File: src/ssc_pkg.sv
`default_nettype none
package ssc_pkg;
   // documented port widths and options
   localparam int SYMBOL_W_DEF    = 8;
   localparam int NUM_SYMBOLS_DEF = 4;
   localparam int CHANNEL_W_DEF   = 1;
   localparam int ERROR_W_DEF     = 1;
   localparam int EMPTY_W_DEF     = 1;
   localparam int READY_LAT_DEF   = 0;
   localparam int READY_LAT_MAX   = 8;
   localparam int MAX_CHANNEL_DEF = 1;
   localparam int API_CALL_W_DEF  = 64;
   localparam int API_RET_W_DEF   = 64;
   localparam int QUEUE_DEPTH_DEF = 16;
   localparam int IDLE_W          = 32;
   localparam int REG_W           = 32;
   localparam int ADR_W           = 8;
   localparam int WORD_SHIFT      = 2;

   // register byte addresses
   localparam logic [7:0] ADR_CTRL   = 8'h00;
   localparam logic [7:0] ADR_CMD    = 8'h04;
   localparam logic [7:0] ADR_STATUS = 8'h08;
   localparam logic [7:0] ADR_FLAGS  = 8'h0c;
   localparam logic [7:0] ADR_IDLES  = 8'h10;
   localparam logic [7:0] ADR_CHAN   = 8'h14;
   localparam logic [7:0] ADR_PKT    = 8'h18;
   localparam logic [7:0] ADR_EMPTY  = 8'h1c;
   localparam logic [7:0] ADR_ERROR  = 8'h20;
   localparam logic [7:0] ADR_DATA   = 8'h80;

   // field positions
   localparam int CTRL_READY   = 0;
   localparam int CMD_POP      = 0;
   localparam int CMD_FLUSH    = 1;
   localparam int ST_COUNT_W   = 16;
   localparam int ST_READY     = 16;
   localparam int ST_CUR_VALID = 17;
   localparam int FLG_OVERFLOW = 0;
   localparam int FLG_CHAN_RNG = 1;
   localparam int FLG_POP_EMPTY = 2;
   localparam int FLG_W        = 3;
   localparam int PKT_SOP      = 0;
   localparam int PKT_EOP      = 1;

   // command port word layout
   localparam int CMD_WE_BIT  = 63;
   localparam int CMD_ADR_LSB = 32;

   localparam logic RESET_READY = 1'b0;
endpackage : ssc_pkg
`default_nettype wire

File: src/ssc_ready_delay.sv
`default_nettype none
module ssc_ready_delay #(
   parameter int DEPTH = 0
) (
   input  wire logic clk_i,
   input  wire logic rst_i,
   input  wire logic d_i,
   output logic      q_o
);
   generate
      if (DEPTH == 0) begin : g_direct
         assign q_o = d_i;
      end else begin : g_shift
         logic [DEPTH-1:0] hist;
         always_ff @(posedge clk_i) begin
            if (rst_i) begin
               hist <= '0;
            end else begin
               hist <= DEPTH'({hist, d_i});
            end
         end
         assign q_o = hist[DEPTH-1];
         a_ready_latency_tap: assert property (
            @(posedge clk_i) disable iff (rst_i)
            q_o == $past(d_i, DEPTH))
            else $error("ready tap does not match configured latency");
      end
   endgenerate
endmodule : ssc_ready_delay
`default_nettype wire

File: src/ssc_desc_queue.sv
`default_nettype none
module ssc_desc_queue #(
   parameter int WIDTH = 8,
   parameter int DEPTH = 16,
   parameter int CNT_W = $clog2(DEPTH + 1)
) (
   input  wire logic             clk_i,
   input  wire logic             rst_i,
   input  wire logic             flush_i,
   input  wire logic             push_valid_i,
   input  wire logic [WIDTH-1:0] push_data_i,
   output logic                  push_ready_o,
   input  wire logic             pop_ready_i,
   output logic                  pop_valid_o,
   output logic [WIDTH-1:0]      pop_data_o,
   output logic [CNT_W-1:0]      count_o
);
   localparam int PTR_W = (DEPTH > 1) ? $clog2(DEPTH) : 1;
   localparam logic [PTR_W-1:0] PTR_LAST = PTR_W'(DEPTH - 1);

   logic [WIDTH-1:0] mem [DEPTH];
   logic [PTR_W-1:0] wr_ptr;
   logic [PTR_W-1:0] rd_ptr;
   logic             push;
   logic             pop;

   // a push into a full queue is refused even if a pop frees a slot
   assign push_ready_o = (count_o != CNT_W'(DEPTH));
   assign pop_valid_o  = (count_o != '0);
   assign push         = push_valid_i & push_ready_o;
   assign pop          = pop_ready_i & pop_valid_o;
   assign pop_data_o   = mem[rd_ptr];

   always_ff @(posedge clk_i) begin
      if (push) begin
         mem[wr_ptr] <= push_data_i;
      end
   end

   always_ff @(posedge clk_i) begin
      if (rst_i || flush_i) begin
         wr_ptr <= '0;
         rd_ptr <= '0;
      end else begin
         if (push) begin
            wr_ptr <= (wr_ptr == PTR_LAST) ? '0 : PTR_W'(wr_ptr + 1'b1);
         end
         if (pop) begin
            rd_ptr <= (rd_ptr == PTR_LAST) ? '0 : PTR_W'(rd_ptr + 1'b1);
         end
      end
   end

   always_ff @(posedge clk_i) begin
      if (rst_i || flush_i) begin
         count_o <= '0;
      end else if (push && !pop) begin
         count_o <= CNT_W'(count_o + 1'b1);
      end else if (pop && !push) begin
         count_o <= CNT_W'(count_o - 1'b1);
      end
   end
endmodule : ssc_desc_queue
`default_nettype wire

File: src/ssc_stream_sink.sv
// Decided for this implementation: the placing of the registers and register access over Wishbone.
`default_nettype none
module ssc_stream_sink #(
   parameter int   SYMBOL_W    = ssc_pkg::SYMBOL_W_DEF,
   parameter int   NUM_SYMBOLS = ssc_pkg::NUM_SYMBOLS_DEF,
   parameter int   CHANNEL_W   = ssc_pkg::CHANNEL_W_DEF,
   parameter int   ERROR_W     = ssc_pkg::ERROR_W_DEF,
   parameter int   EMPTY_W     = ssc_pkg::EMPTY_W_DEF,
   parameter int   READY_LAT   = ssc_pkg::READY_LAT_DEF,
   parameter int   MAX_CHANNEL = ssc_pkg::MAX_CHANNEL_DEF,
   parameter int   API_CALL_W  = ssc_pkg::API_CALL_W_DEF,
   parameter int   API_RET_W   = ssc_pkg::API_RET_W_DEF,
   parameter int   QUEUE_DEPTH = ssc_pkg::QUEUE_DEPTH_DEF,
   parameter bit   USE_PACKETS = 1'b0,
   parameter bit   USE_CHANNEL = 1'b0,
   parameter bit   USE_ERROR   = 1'b0,
   parameter bit   USE_READY   = 1'b1,
   parameter bit   USE_VALID   = 1'b1,
   parameter bit   USE_EMPTY   = 1'b0,
   parameter int   DATA_W      = SYMBOL_W * NUM_SYMBOLS
) (
   input  wire logic                    clk_i,
   input  wire logic                    rst_i,
   // register bus
   input  wire logic                    wb_cyc_i,
   input  wire logic                    wb_stb_i,
   input  wire logic                    wb_we_i,
   input  wire logic [ssc_pkg::ADR_W-1:0] wb_adr_i,
   input  wire logic [3:0]              wb_sel_i,
   input  wire logic [ssc_pkg::REG_W-1:0] wb_dat_i,
   output logic [ssc_pkg::REG_W-1:0]    wb_dat_o,
   output logic                         wb_ack_o,
   // command port
   input  wire logic                    cmd_valid_i,
   input  wire logic [API_CALL_W-1:0]   cmd_data_i,
   output logic                         ret_valid_o,
   output logic [API_RET_W-1:0]         ret_data_o,
   // stream from the source under test
   input  wire logic                    st_valid_i,
   input  wire logic [DATA_W-1:0]       st_data_i,
   input  wire logic [CHANNEL_W-1:0]    st_channel_i,
   input  wire logic [ERROR_W-1:0]      st_error_i,
   input  wire logic                    st_sop_i,
   input  wire logic                    st_eop_i,
   input  wire logic [EMPTY_W-1:0]      st_empty_i,
   output logic                         st_ready_o,
   // events
   output logic                         evt_ready_up_o,
   output logic                         evt_ready_down_o,
   output logic                         evt_received_o
);
   localparam int REG_W   = ssc_pkg::REG_W;
   localparam int ADR_W   = ssc_pkg::ADR_W;
   localparam int IDLE_W  = ssc_pkg::IDLE_W;
   // descriptor layout
   localparam int D_DATA  = 0;
   localparam int D_CHAN  = D_DATA + DATA_W;
   localparam int D_SOP   = D_CHAN + CHANNEL_W;
   localparam int D_EOP   = D_SOP + 1;
   localparam int D_EMPTY = D_EOP + 1;
   localparam int D_ERR   = D_EMPTY + EMPTY_W;
   localparam int D_IDLE  = D_ERR + ERROR_W;
   localparam int DESC_W  = D_IDLE + IDLE_W;
   localparam int CNT_W   = $clog2(QUEUE_DEPTH + 1);
   localparam int WORDS   = (DATA_W + REG_W - 1) / REG_W;
   localparam int PAD_W   = WORDS * REG_W;
   localparam int IDX_W   = ADR_W - ssc_pkg::WORD_SHIFT;
   localparam logic [IDLE_W-1:0] IDLE_SAT = '1;

   // access decode, shared by the bus and the command port
   logic                    wb_req;
   logic                    cmd_take;
   logic                    acc;
   logic                    acc_we;
   logic [ADR_W-1:0]        acc_adr;
   logic [REG_W-1:0]        acc_wdat;
   logic                    acc_b0;
   logic                    wr;
   logic [REG_W-1:0]        rdat;
   logic [IDX_W-1:0]        data_idx;
   logic [PAD_W-1:0]        data_pad;

   // stream side
   logic                    ready_seen;
   logic                    eff_valid;
   logic                    eff_ready;
   logic                    beat;
   logic [DESC_W-1:0]       desc_in;
   logic [IDLE_W-1:0]       idle_cnt;

   // queue and current descriptor
   logic                    q_ready;
   logic                    q_valid;
   logic [DESC_W-1:0]       q_head;
   logic [CNT_W-1:0]        q_count;
   logic                    pop_req;
   logic                    flush_req;
   logic                    do_pop;
   logic [DESC_W-1:0]       cur;
   logic                    cur_valid;
   logic [ssc_pkg::FLG_W-1:0] flags;
   logic [ssc_pkg::FLG_W-1:0] flag_set;
   logic [ssc_pkg::FLG_W-1:0] flag_clr;
   logic                    chan_over;

   // the bus wins a tie; the command port simply waits a cycle
   assign wb_req   = wb_cyc_i & wb_stb_i & ~wb_ack_o;
   assign cmd_take = cmd_valid_i & ~wb_req & ~ret_valid_o;
   assign acc      = wb_req | cmd_take;
   assign acc_we   = wb_req ? wb_we_i
                            : cmd_data_i[ssc_pkg::CMD_WE_BIT];
   assign acc_adr  = wb_req ? wb_adr_i
                            : cmd_data_i[ssc_pkg::CMD_ADR_LSB +: ADR_W];
   assign acc_wdat = wb_req ? wb_dat_i : cmd_data_i[REG_W-1:0];
   assign acc_b0   = wb_req ? wb_sel_i[0] : 1'b1;
   assign wr       = acc & acc_we & acc_b0;

   assign pop_req   = wr && (acc_adr == ssc_pkg::ADR_CMD)
                      && acc_wdat[ssc_pkg::CMD_POP];
   assign flush_req = wr && (acc_adr == ssc_pkg::ADR_CMD)
                      && acc_wdat[ssc_pkg::CMD_FLUSH];
   assign do_pop    = pop_req & q_valid;

   // missing valid or ready ports degrade to constant high
   assign eff_valid = USE_VALID ? st_valid_i : 1'b1;
   assign eff_ready = USE_READY ? ready_seen : 1'b1;
   assign beat      = eff_valid & eff_ready;

   ssc_ready_delay #(
      .DEPTH (READY_LAT)
   ) u_ready_delay (
      .clk_i (clk_i),
      .rst_i (rst_i),
      .d_i   (st_ready_o),
      .q_o   (ready_seen)
   );

   // disabled options capture as zero so descriptors stay comparable
   always_comb begin
      desc_in = '0;
      desc_in[D_DATA +: DATA_W] = st_data_i;
      if (USE_CHANNEL) begin
         desc_in[D_CHAN +: CHANNEL_W] = st_channel_i;
      end
      if (USE_PACKETS) begin
         desc_in[D_SOP] = st_sop_i;
         desc_in[D_EOP] = st_eop_i;
      end
      if (USE_PACKETS && USE_EMPTY) begin
         desc_in[D_EMPTY +: EMPTY_W] = st_empty_i;
      end
      if (USE_ERROR) begin
         desc_in[D_ERR +: ERROR_W] = st_error_i;
      end
      desc_in[D_IDLE +: IDLE_W] = idle_cnt;
   end

   ssc_desc_queue #(
      .WIDTH (DESC_W),
      .DEPTH (QUEUE_DEPTH),
      .CNT_W (CNT_W)
   ) u_queue (
      .clk_i        (clk_i),
      .rst_i        (rst_i),
      .flush_i      (flush_req),
      .push_valid_i (beat),
      .push_data_i  (desc_in),
      .push_ready_o (q_ready),
      .pop_ready_i  (pop_req),
      .pop_valid_o  (q_valid),
      .pop_data_o   (q_head),
      .count_o      (q_count)
   );

   // idle count saturates instead of wrapping on long gaps
   always_ff @(posedge clk_i) begin
      if (rst_i) begin
         idle_cnt <= '0;
      end else if (beat) begin
         idle_cnt <= '0;
      end else if (idle_cnt != IDLE_SAT) begin
         idle_cnt <= IDLE_W'(idle_cnt + 1'b1);
      end
   end

   always_ff @(posedge clk_i) begin
      if (rst_i) begin
         st_ready_o       <= ssc_pkg::RESET_READY;
         evt_ready_up_o   <= 1'b0;
         evt_ready_down_o <= 1'b0;
      end else begin
         evt_ready_up_o   <= 1'b0;
         evt_ready_down_o <= 1'b0;
         if (USE_READY && wr && acc_adr == ssc_pkg::ADR_CTRL) begin
            st_ready_o <= acc_wdat[ssc_pkg::CTRL_READY];
            evt_ready_up_o <= acc_wdat[ssc_pkg::CTRL_READY]
                              & ~st_ready_o;
            evt_ready_down_o <= ~acc_wdat[ssc_pkg::CTRL_READY]
                                & st_ready_o;
         end
      end
   end

   always_ff @(posedge clk_i) begin
      if (rst_i) begin
         evt_received_o <= 1'b0;
      end else begin
         evt_received_o <= beat & q_ready;
      end
   end

   always_ff @(posedge clk_i) begin
      if (rst_i) begin
         cur       <= '0;
         cur_valid <= 1'b0;
      end else if (do_pop) begin
         cur       <= q_head;
         cur_valid <= 1'b1;
      end
   end

   // out-of-range channels are still queued, only flagged
   assign chan_over = USE_CHANNEL
                      && (32'(st_channel_i) > 32'(MAX_CHANNEL));

   always_comb begin
      flag_set = '0;
      flag_set[ssc_pkg::FLG_OVERFLOW]  = beat & ~q_ready;
      flag_set[ssc_pkg::FLG_CHAN_RNG]  = beat & chan_over;
      flag_set[ssc_pkg::FLG_POP_EMPTY] = pop_req & ~q_valid;
      flag_clr = '0;
      if (wr && acc_adr == ssc_pkg::ADR_FLAGS) begin
         flag_clr = acc_wdat[ssc_pkg::FLG_W-1:0];
      end
   end

   // a new event in the clearing cycle survives the clear
   always_ff @(posedge clk_i) begin
      if (rst_i) begin
         flags <= '0;
      end else begin
         flags <= (flags & ~flag_clr) | flag_set;
      end
   end

   assign data_pad = PAD_W'(cur[D_DATA +: DATA_W]);
   assign data_idx = IDX_W'((acc_adr - ssc_pkg::ADR_DATA)
                            >> ssc_pkg::WORD_SHIFT);

   always_comb begin
      rdat = '0;
      if (acc_adr >= ssc_pkg::ADR_DATA) begin
         if (32'(data_idx) < 32'(WORDS)) begin
            rdat = data_pad[data_idx*REG_W +: REG_W];
         end
      end else begin
         unique case (acc_adr)
            ssc_pkg::ADR_CTRL: begin
               rdat[ssc_pkg::CTRL_READY] = st_ready_o;
            end
            ssc_pkg::ADR_STATUS: begin
               rdat[ssc_pkg::ST_COUNT_W-1:0] =
                  ssc_pkg::ST_COUNT_W'(q_count);
               rdat[ssc_pkg::ST_READY]     = st_ready_o;
               rdat[ssc_pkg::ST_CUR_VALID] = cur_valid;
            end
            ssc_pkg::ADR_FLAGS: begin
               rdat[ssc_pkg::FLG_W-1:0] = flags;
            end
            ssc_pkg::ADR_IDLES: begin
               rdat = cur[D_IDLE +: IDLE_W];
            end
            ssc_pkg::ADR_CHAN: begin
               rdat = 32'(cur[D_CHAN +: CHANNEL_W]);
            end
            ssc_pkg::ADR_PKT: begin
               rdat[ssc_pkg::PKT_SOP] = cur[D_SOP];
               rdat[ssc_pkg::PKT_EOP] = cur[D_EOP];
            end
            ssc_pkg::ADR_EMPTY: begin
               rdat = 32'(cur[D_EMPTY +: EMPTY_W]);
            end
            ssc_pkg::ADR_ERROR: begin
               rdat = 32'(cur[D_ERR +: ERROR_W]);
            end
            default: begin
               rdat = '0;
            end
         endcase
      end
   end

   // every bus access, mapped or not, is acked one cycle after the request
   always_ff @(posedge clk_i) begin
      if (rst_i) begin
         wb_ack_o <= 1'b0;
         wb_dat_o <= '0;
      end else begin
         wb_ack_o <= wb_req;
         wb_dat_o <= (wb_req && !wb_we_i) ? rdat : '0;
      end
   end

   always_ff @(posedge clk_i) begin
      if (rst_i) begin
         ret_valid_o <= 1'b0;
         ret_data_o  <= '0;
      end else begin
         ret_valid_o <= cmd_take;
         ret_data_o  <= cmd_take ? API_RET_W'(rdat) : '0;
      end
   end

   a_ready_after_reset: assert property (
      @(posedge clk_i) disable iff (rst_i)
      $fell(rst_i) |-> !st_ready_o && q_count == '0 && idle_cnt == '0)
      else $error("sink not idle after reset");

   a_ready_up_event: assert property (
      @(posedge clk_i) disable iff (rst_i)
      $rose(st_ready_o) |-> evt_ready_up_o && !evt_ready_down_o)
      else $error("ready rose without its event");

   a_ready_down_event: assert property (
      @(posedge clk_i) disable iff (rst_i)
      evt_ready_down_o |-> $fell(st_ready_o))
      else $error("ready-low event without ready falling");

   a_ready_port_off: assert property (
      @(posedge clk_i) disable iff (rst_i)
      !USE_READY |-> !st_ready_o)
      else $error("ready moved although the ready port is off");

   a_received_pulse: assert property (
      @(posedge clk_i) disable iff (rst_i)
      (beat && q_ready && !flush_req) |=>
         evt_received_o && q_count != '0)
      else $error("queued beat without received event");

   a_idle_restart: assert property (
      @(posedge clk_i) disable iff (rst_i)
      beat ##1 !beat |=> idle_cnt == IDLE_W'(1))
      else $error("idle count did not restart after a beat");

   a_pop_count: assert property (
      @(posedge clk_i) disable iff (rst_i)
      (do_pop && !beat && !flush_req) |=>
         q_count == CNT_W'($past(q_count) - 1'b1) && cur_valid)
      else $error("pop did not remove exactly one descriptor");

   a_no_beat_blocked: assert property (
      @(posedge clk_i) disable iff (rst_i)
      (USE_READY && !ready_seen) |=> !evt_received_o)
      else $error("beat accepted while ready was low");

   a_chan_flagged: assert property (
      @(posedge clk_i) disable iff (rst_i)
      (beat && chan_over) |=> flags[ssc_pkg::FLG_CHAN_RNG])
      else $error("out-of-range channel not recorded");
endmodule : ssc_stream_sink
`default_nettype wire

File: config.mk
export PLATFORM = sky130hd
export DESIGN_NAME = ssc_stream_sink
export DESIGN_NICKNAME = d
export VERILOG_FILES = /design/src/ssc_pkg.sv /design/src/ssc_ready_delay.sv /design/src/ssc_desc_queue.sv /design/src/ssc_stream_sink.sv
export SDC_FILE = /design/constraint.sdc
export NUM_CORES = 1
export LEC_CHECK = 0
export BUFFER_PORTS_ARGS = -buffer_cell sky130_fd_sc_hd__clkbuf_2
export CAP_MARGIN = 20
export CELL_PAD_IN_SITES_DETAIL_PLACEMENT = 0
export CELL_PAD_IN_SITES_GLOBAL_PLACEMENT = 2
export CORE_MARGIN = 4
export CORE_UTILIZATION = 45
export DETAILED_ROUTE_END_ITERATION = 8
export GPL_ROUTABILITY_DRIVEN = 0
export PLACE_DENSITY = 0.76
export SYNTH_ARGS = -nofsm -noshare
export SYNTH_HDL_FRONTEND = slang
export SYNTH_SLANG_ARGS = --single-unit
File: constraint.sdc
create_clock -name clk_i -period 7.1 [get_ports clk_i]
set_clock_uncertainty 0.15 [all_clocks]
set_input_delay 0 -clock clk_i [delete_from_list [all_inputs] [get_ports clk_i]]
set_output_delay 0 -clock clk_i [all_outputs]
set_load 0.02 [all_outputs]
==> summary.txt <==
Worst slew margin: 0.190
1st-iter DRT viols: 2,537
CTS clk-pin slew, worst paths: 0.06 ns
Share of flip-flops with an asynchronous set or reset: 0
Drt pass-1 iters: 7
FP Rows: 116
Initial core utilization: 0.455
Post-Synthesis Cells: 2,452
Largest net degree at the start of global routing: 124
WP data arrival: 4.95 ns
PwrDens: 270 nW/um2
Synthesized flop and latch total: 1,207
CTS H-tree depth: 3
Setup_tns: 0 ns
TritonCTS Buffers: 119
Setup CP Type: reg -> reg
Number of I/O pins: 254
Synthesized area: 45,600 um2
Fin. max-slew vios: 0
Total GRT Usage: 0.218
Register-to-register path setup slack: 2.61 ns
Worst-Skew Late Latency: 0.68 ns
YS warnings: 0
Area growth syn-to-layout: 15.3%
# placed instances: 3,855
Die ar.: 107,000 um2
CTS tree: yes
Min-Delay Path Class: in -> reg
Fmax achieved: 223 MHz
Final period util: 0.632
Non-filler instance count after layout: 4,144
Root buffer cell: clkbuf_16
Outcome: finished clean
Clk buf depth: 3
MaxCap Viol Count: 0
Post-Route WL: 117,000 um
Startpoint Class: flip-flop
Worst Setup End Kind: flip-flop
Setup Buffers After CTS: 0
Initial antenna violation count: 3
Fin crit period: 4.49 ns
Final hold violation count: 0
Vias: 24,600
# setup viols final: 0
First-pass GRT wire length: 171,000 um
Overall die width: 326 um
CP Max Fanout: 12
Resized Gates After CTS: 0
Unrepaired setup endpoints after global routing: false
Die H: 326 um
Layout cells sized above 1: 0.262
DR vias/cell: 5.93
Vias in the first global route: 25,100
DP Wirelength: 62,400 um
Measured slew at the worst slew-check pin: 1.22 ns
DRC: 0
Top FF cell, synth: edfxtp_1
ANT cells: 0
Worst-case vdd ir drop: 0.237 mV
Post-route cell area: 52,600 um2
GRT overflow: 0
Final #Nets: 2,845
Count of flip-flops with a built-in enable after synthesis: 1,024
Post-placement cell area: 47,900 um2
CTS sink cnt: 1,207
WL per Instance: 28.3 um
Register area share after synthesis: 0.754
PortBufs: 132
Post-synth cell types: 67
Core Area: 100,000 um2
Detail Route Antenna Nets: 0
Pleak: 16.8 nW
Critical Path RT: 7.56 ns
Avg Cell Area, Syn: 18.6 um2
[kinds of logic after synthesis]
kind of cell	Yosys count	synth area share
flops	1207	0.754
mux	332	0.129
xor+xnor	12	0.00230
other cells	1	0.0000822
compound gates	316	0.0515
simple gates	392	0.0407
buf+inv	181	0.0186
fa+ha+maj	11	0.00318
[cell usage after synthesis, types with 39 or more instances]
library cell  number  area share
edfxtp_1        1024        0.67
mux4_2           192       0.095
dfxtp_1          183       0.080
nor2_1           167       0.014
mux2_2           132       0.033
clkbuf_1          91      0.0075
nor3_1            78      0.0086
a221oi_1          68       0.013
o22ai_1           64      0.0088
o2bb2ai_1         64       0.012
nand2_1           44      0.0036
a21oi_1           39      0.0043
buf_2             39      0.0043
[worst paths after layout]
path,startpoint,depth (start not counted),to
worst max-delay path,wb_ack_o$_SDFF_PP0_,14,u_queue.count_o[4]$_SDFFE_PP0P_
worst min-delay path,cmd_valid_i,4,ret_data_o[18]$_SDFF_PP0_
worst max register to register,wb_ack_o$_SDFF_PP0_,14,u_queue.count_o[4]$_SDFFE_PP0P_
worst min register to register,cur[27]$_SDFFE_PP0P_,1,cur[27]$_SDFFE_PP0P_
[stage by stage]
step / hold slack (ns) / utilization / total power, mW / setup WS, ns
after global placement: 0.224 / 0.478 / 7.91 / 3.16
after global routing: 0.0449 / 0.524 / 14.6 / 2.44
final: 0.0548 / 0.524 / 14.2 / 2.61
after detailed placement: 0.250 / 0.478 / 7.92 / 3.24
after floorplan: -0.0511 / - / 7.85 / 0.664
after CTS: 0.0149 / 0.524 / 14.3 / 2.64
[routing by layer]
metal,GRT usage,share of wire
met1,0.312,0.42
met2,0.355,0.48
met3,0.0360,0.070
met4,0.0474,0.021
met5,0,0
[report_power, final]
group | internal, mW | leakage [nW] | total (mW) | switching (mW)
clock | 3.80 | 2.00 | 6.40 | 2.60
combinational | 0.0426 | 3.91 | 0.154 | 0.111
sequential | 7.63 | 10.9 | 7.64 | 0.00788
[sequential cells by signal, summed over array words and instances (netlist names)]
signal,cells
cur,64
cur_valid,1
evt_ready_down_o,1
evt_ready_up_o,1
evt_received_o,1
flags,3
idle_cnt,32
ret_data_o,32
ret_valid_o,1
st_ready_o,1
u_queue.count_o,5
u_queue.mem,1024
u_queue.rd_ptr,4
u_queue.wr_ptr,4
wb_ack_o,1
wb_dat_o,32
[layout by cell type, fill, tap and decap left out, drive strengths merged, types with 8 or more instances in the layout]
cell / count
clkbuf: 304
a22oi: 25
a21oi: 39
clkinv: 39
a221oi: 68
inv: 10
nand2: 45
bufinv: 10
dfxtp: 183
edfxtp: 1024
dlygate4sd3: 63
nor2: 167
nor3: 79
ha: 10
conb: 32
o2bb2ai: 64
mux2: 132
or3: 14
o21ai: 20
buf: 56
nand3: 24
o22ai: 64
mux2i: 8
nand4: 15
mux4: 192
[critical path, stage by stage, from the launching register on]
cell and delay [ns]:
dfxtp_1 0.35, nand3b_1 0.12, buf_4 0.26, mux2_2 0.43
dlygate4sd3_1 0.69, a2111oi_4 0.63, inv_2 0.14, ha_1 0.27
inv_1 0.14, ha_1 0.28, a21o_1 0.20, a21oi_1 0.20
xnor2_1 0.10, or3_1 0.31, a21oi_1 0.14
[area by class of cell]
cell class,count,area (um2)
Clock buffer,172,3520
Clock inverter,54,546
Fill cell,7850,47700
Inverter,8,30.0
Multi-Input combinational cell,1095,10600
Sequential cell,1207,34400
Tap cell,1357,1700
Timing Repair Buffer,251,1750
[timing repair]
item / CTS / global route
endpoints found under the hold margin: 563 / 0
endpoints found under the setup margin: 0 / 0
hold buffers: 63 / 0
Power figures use the tool's default switching activity.
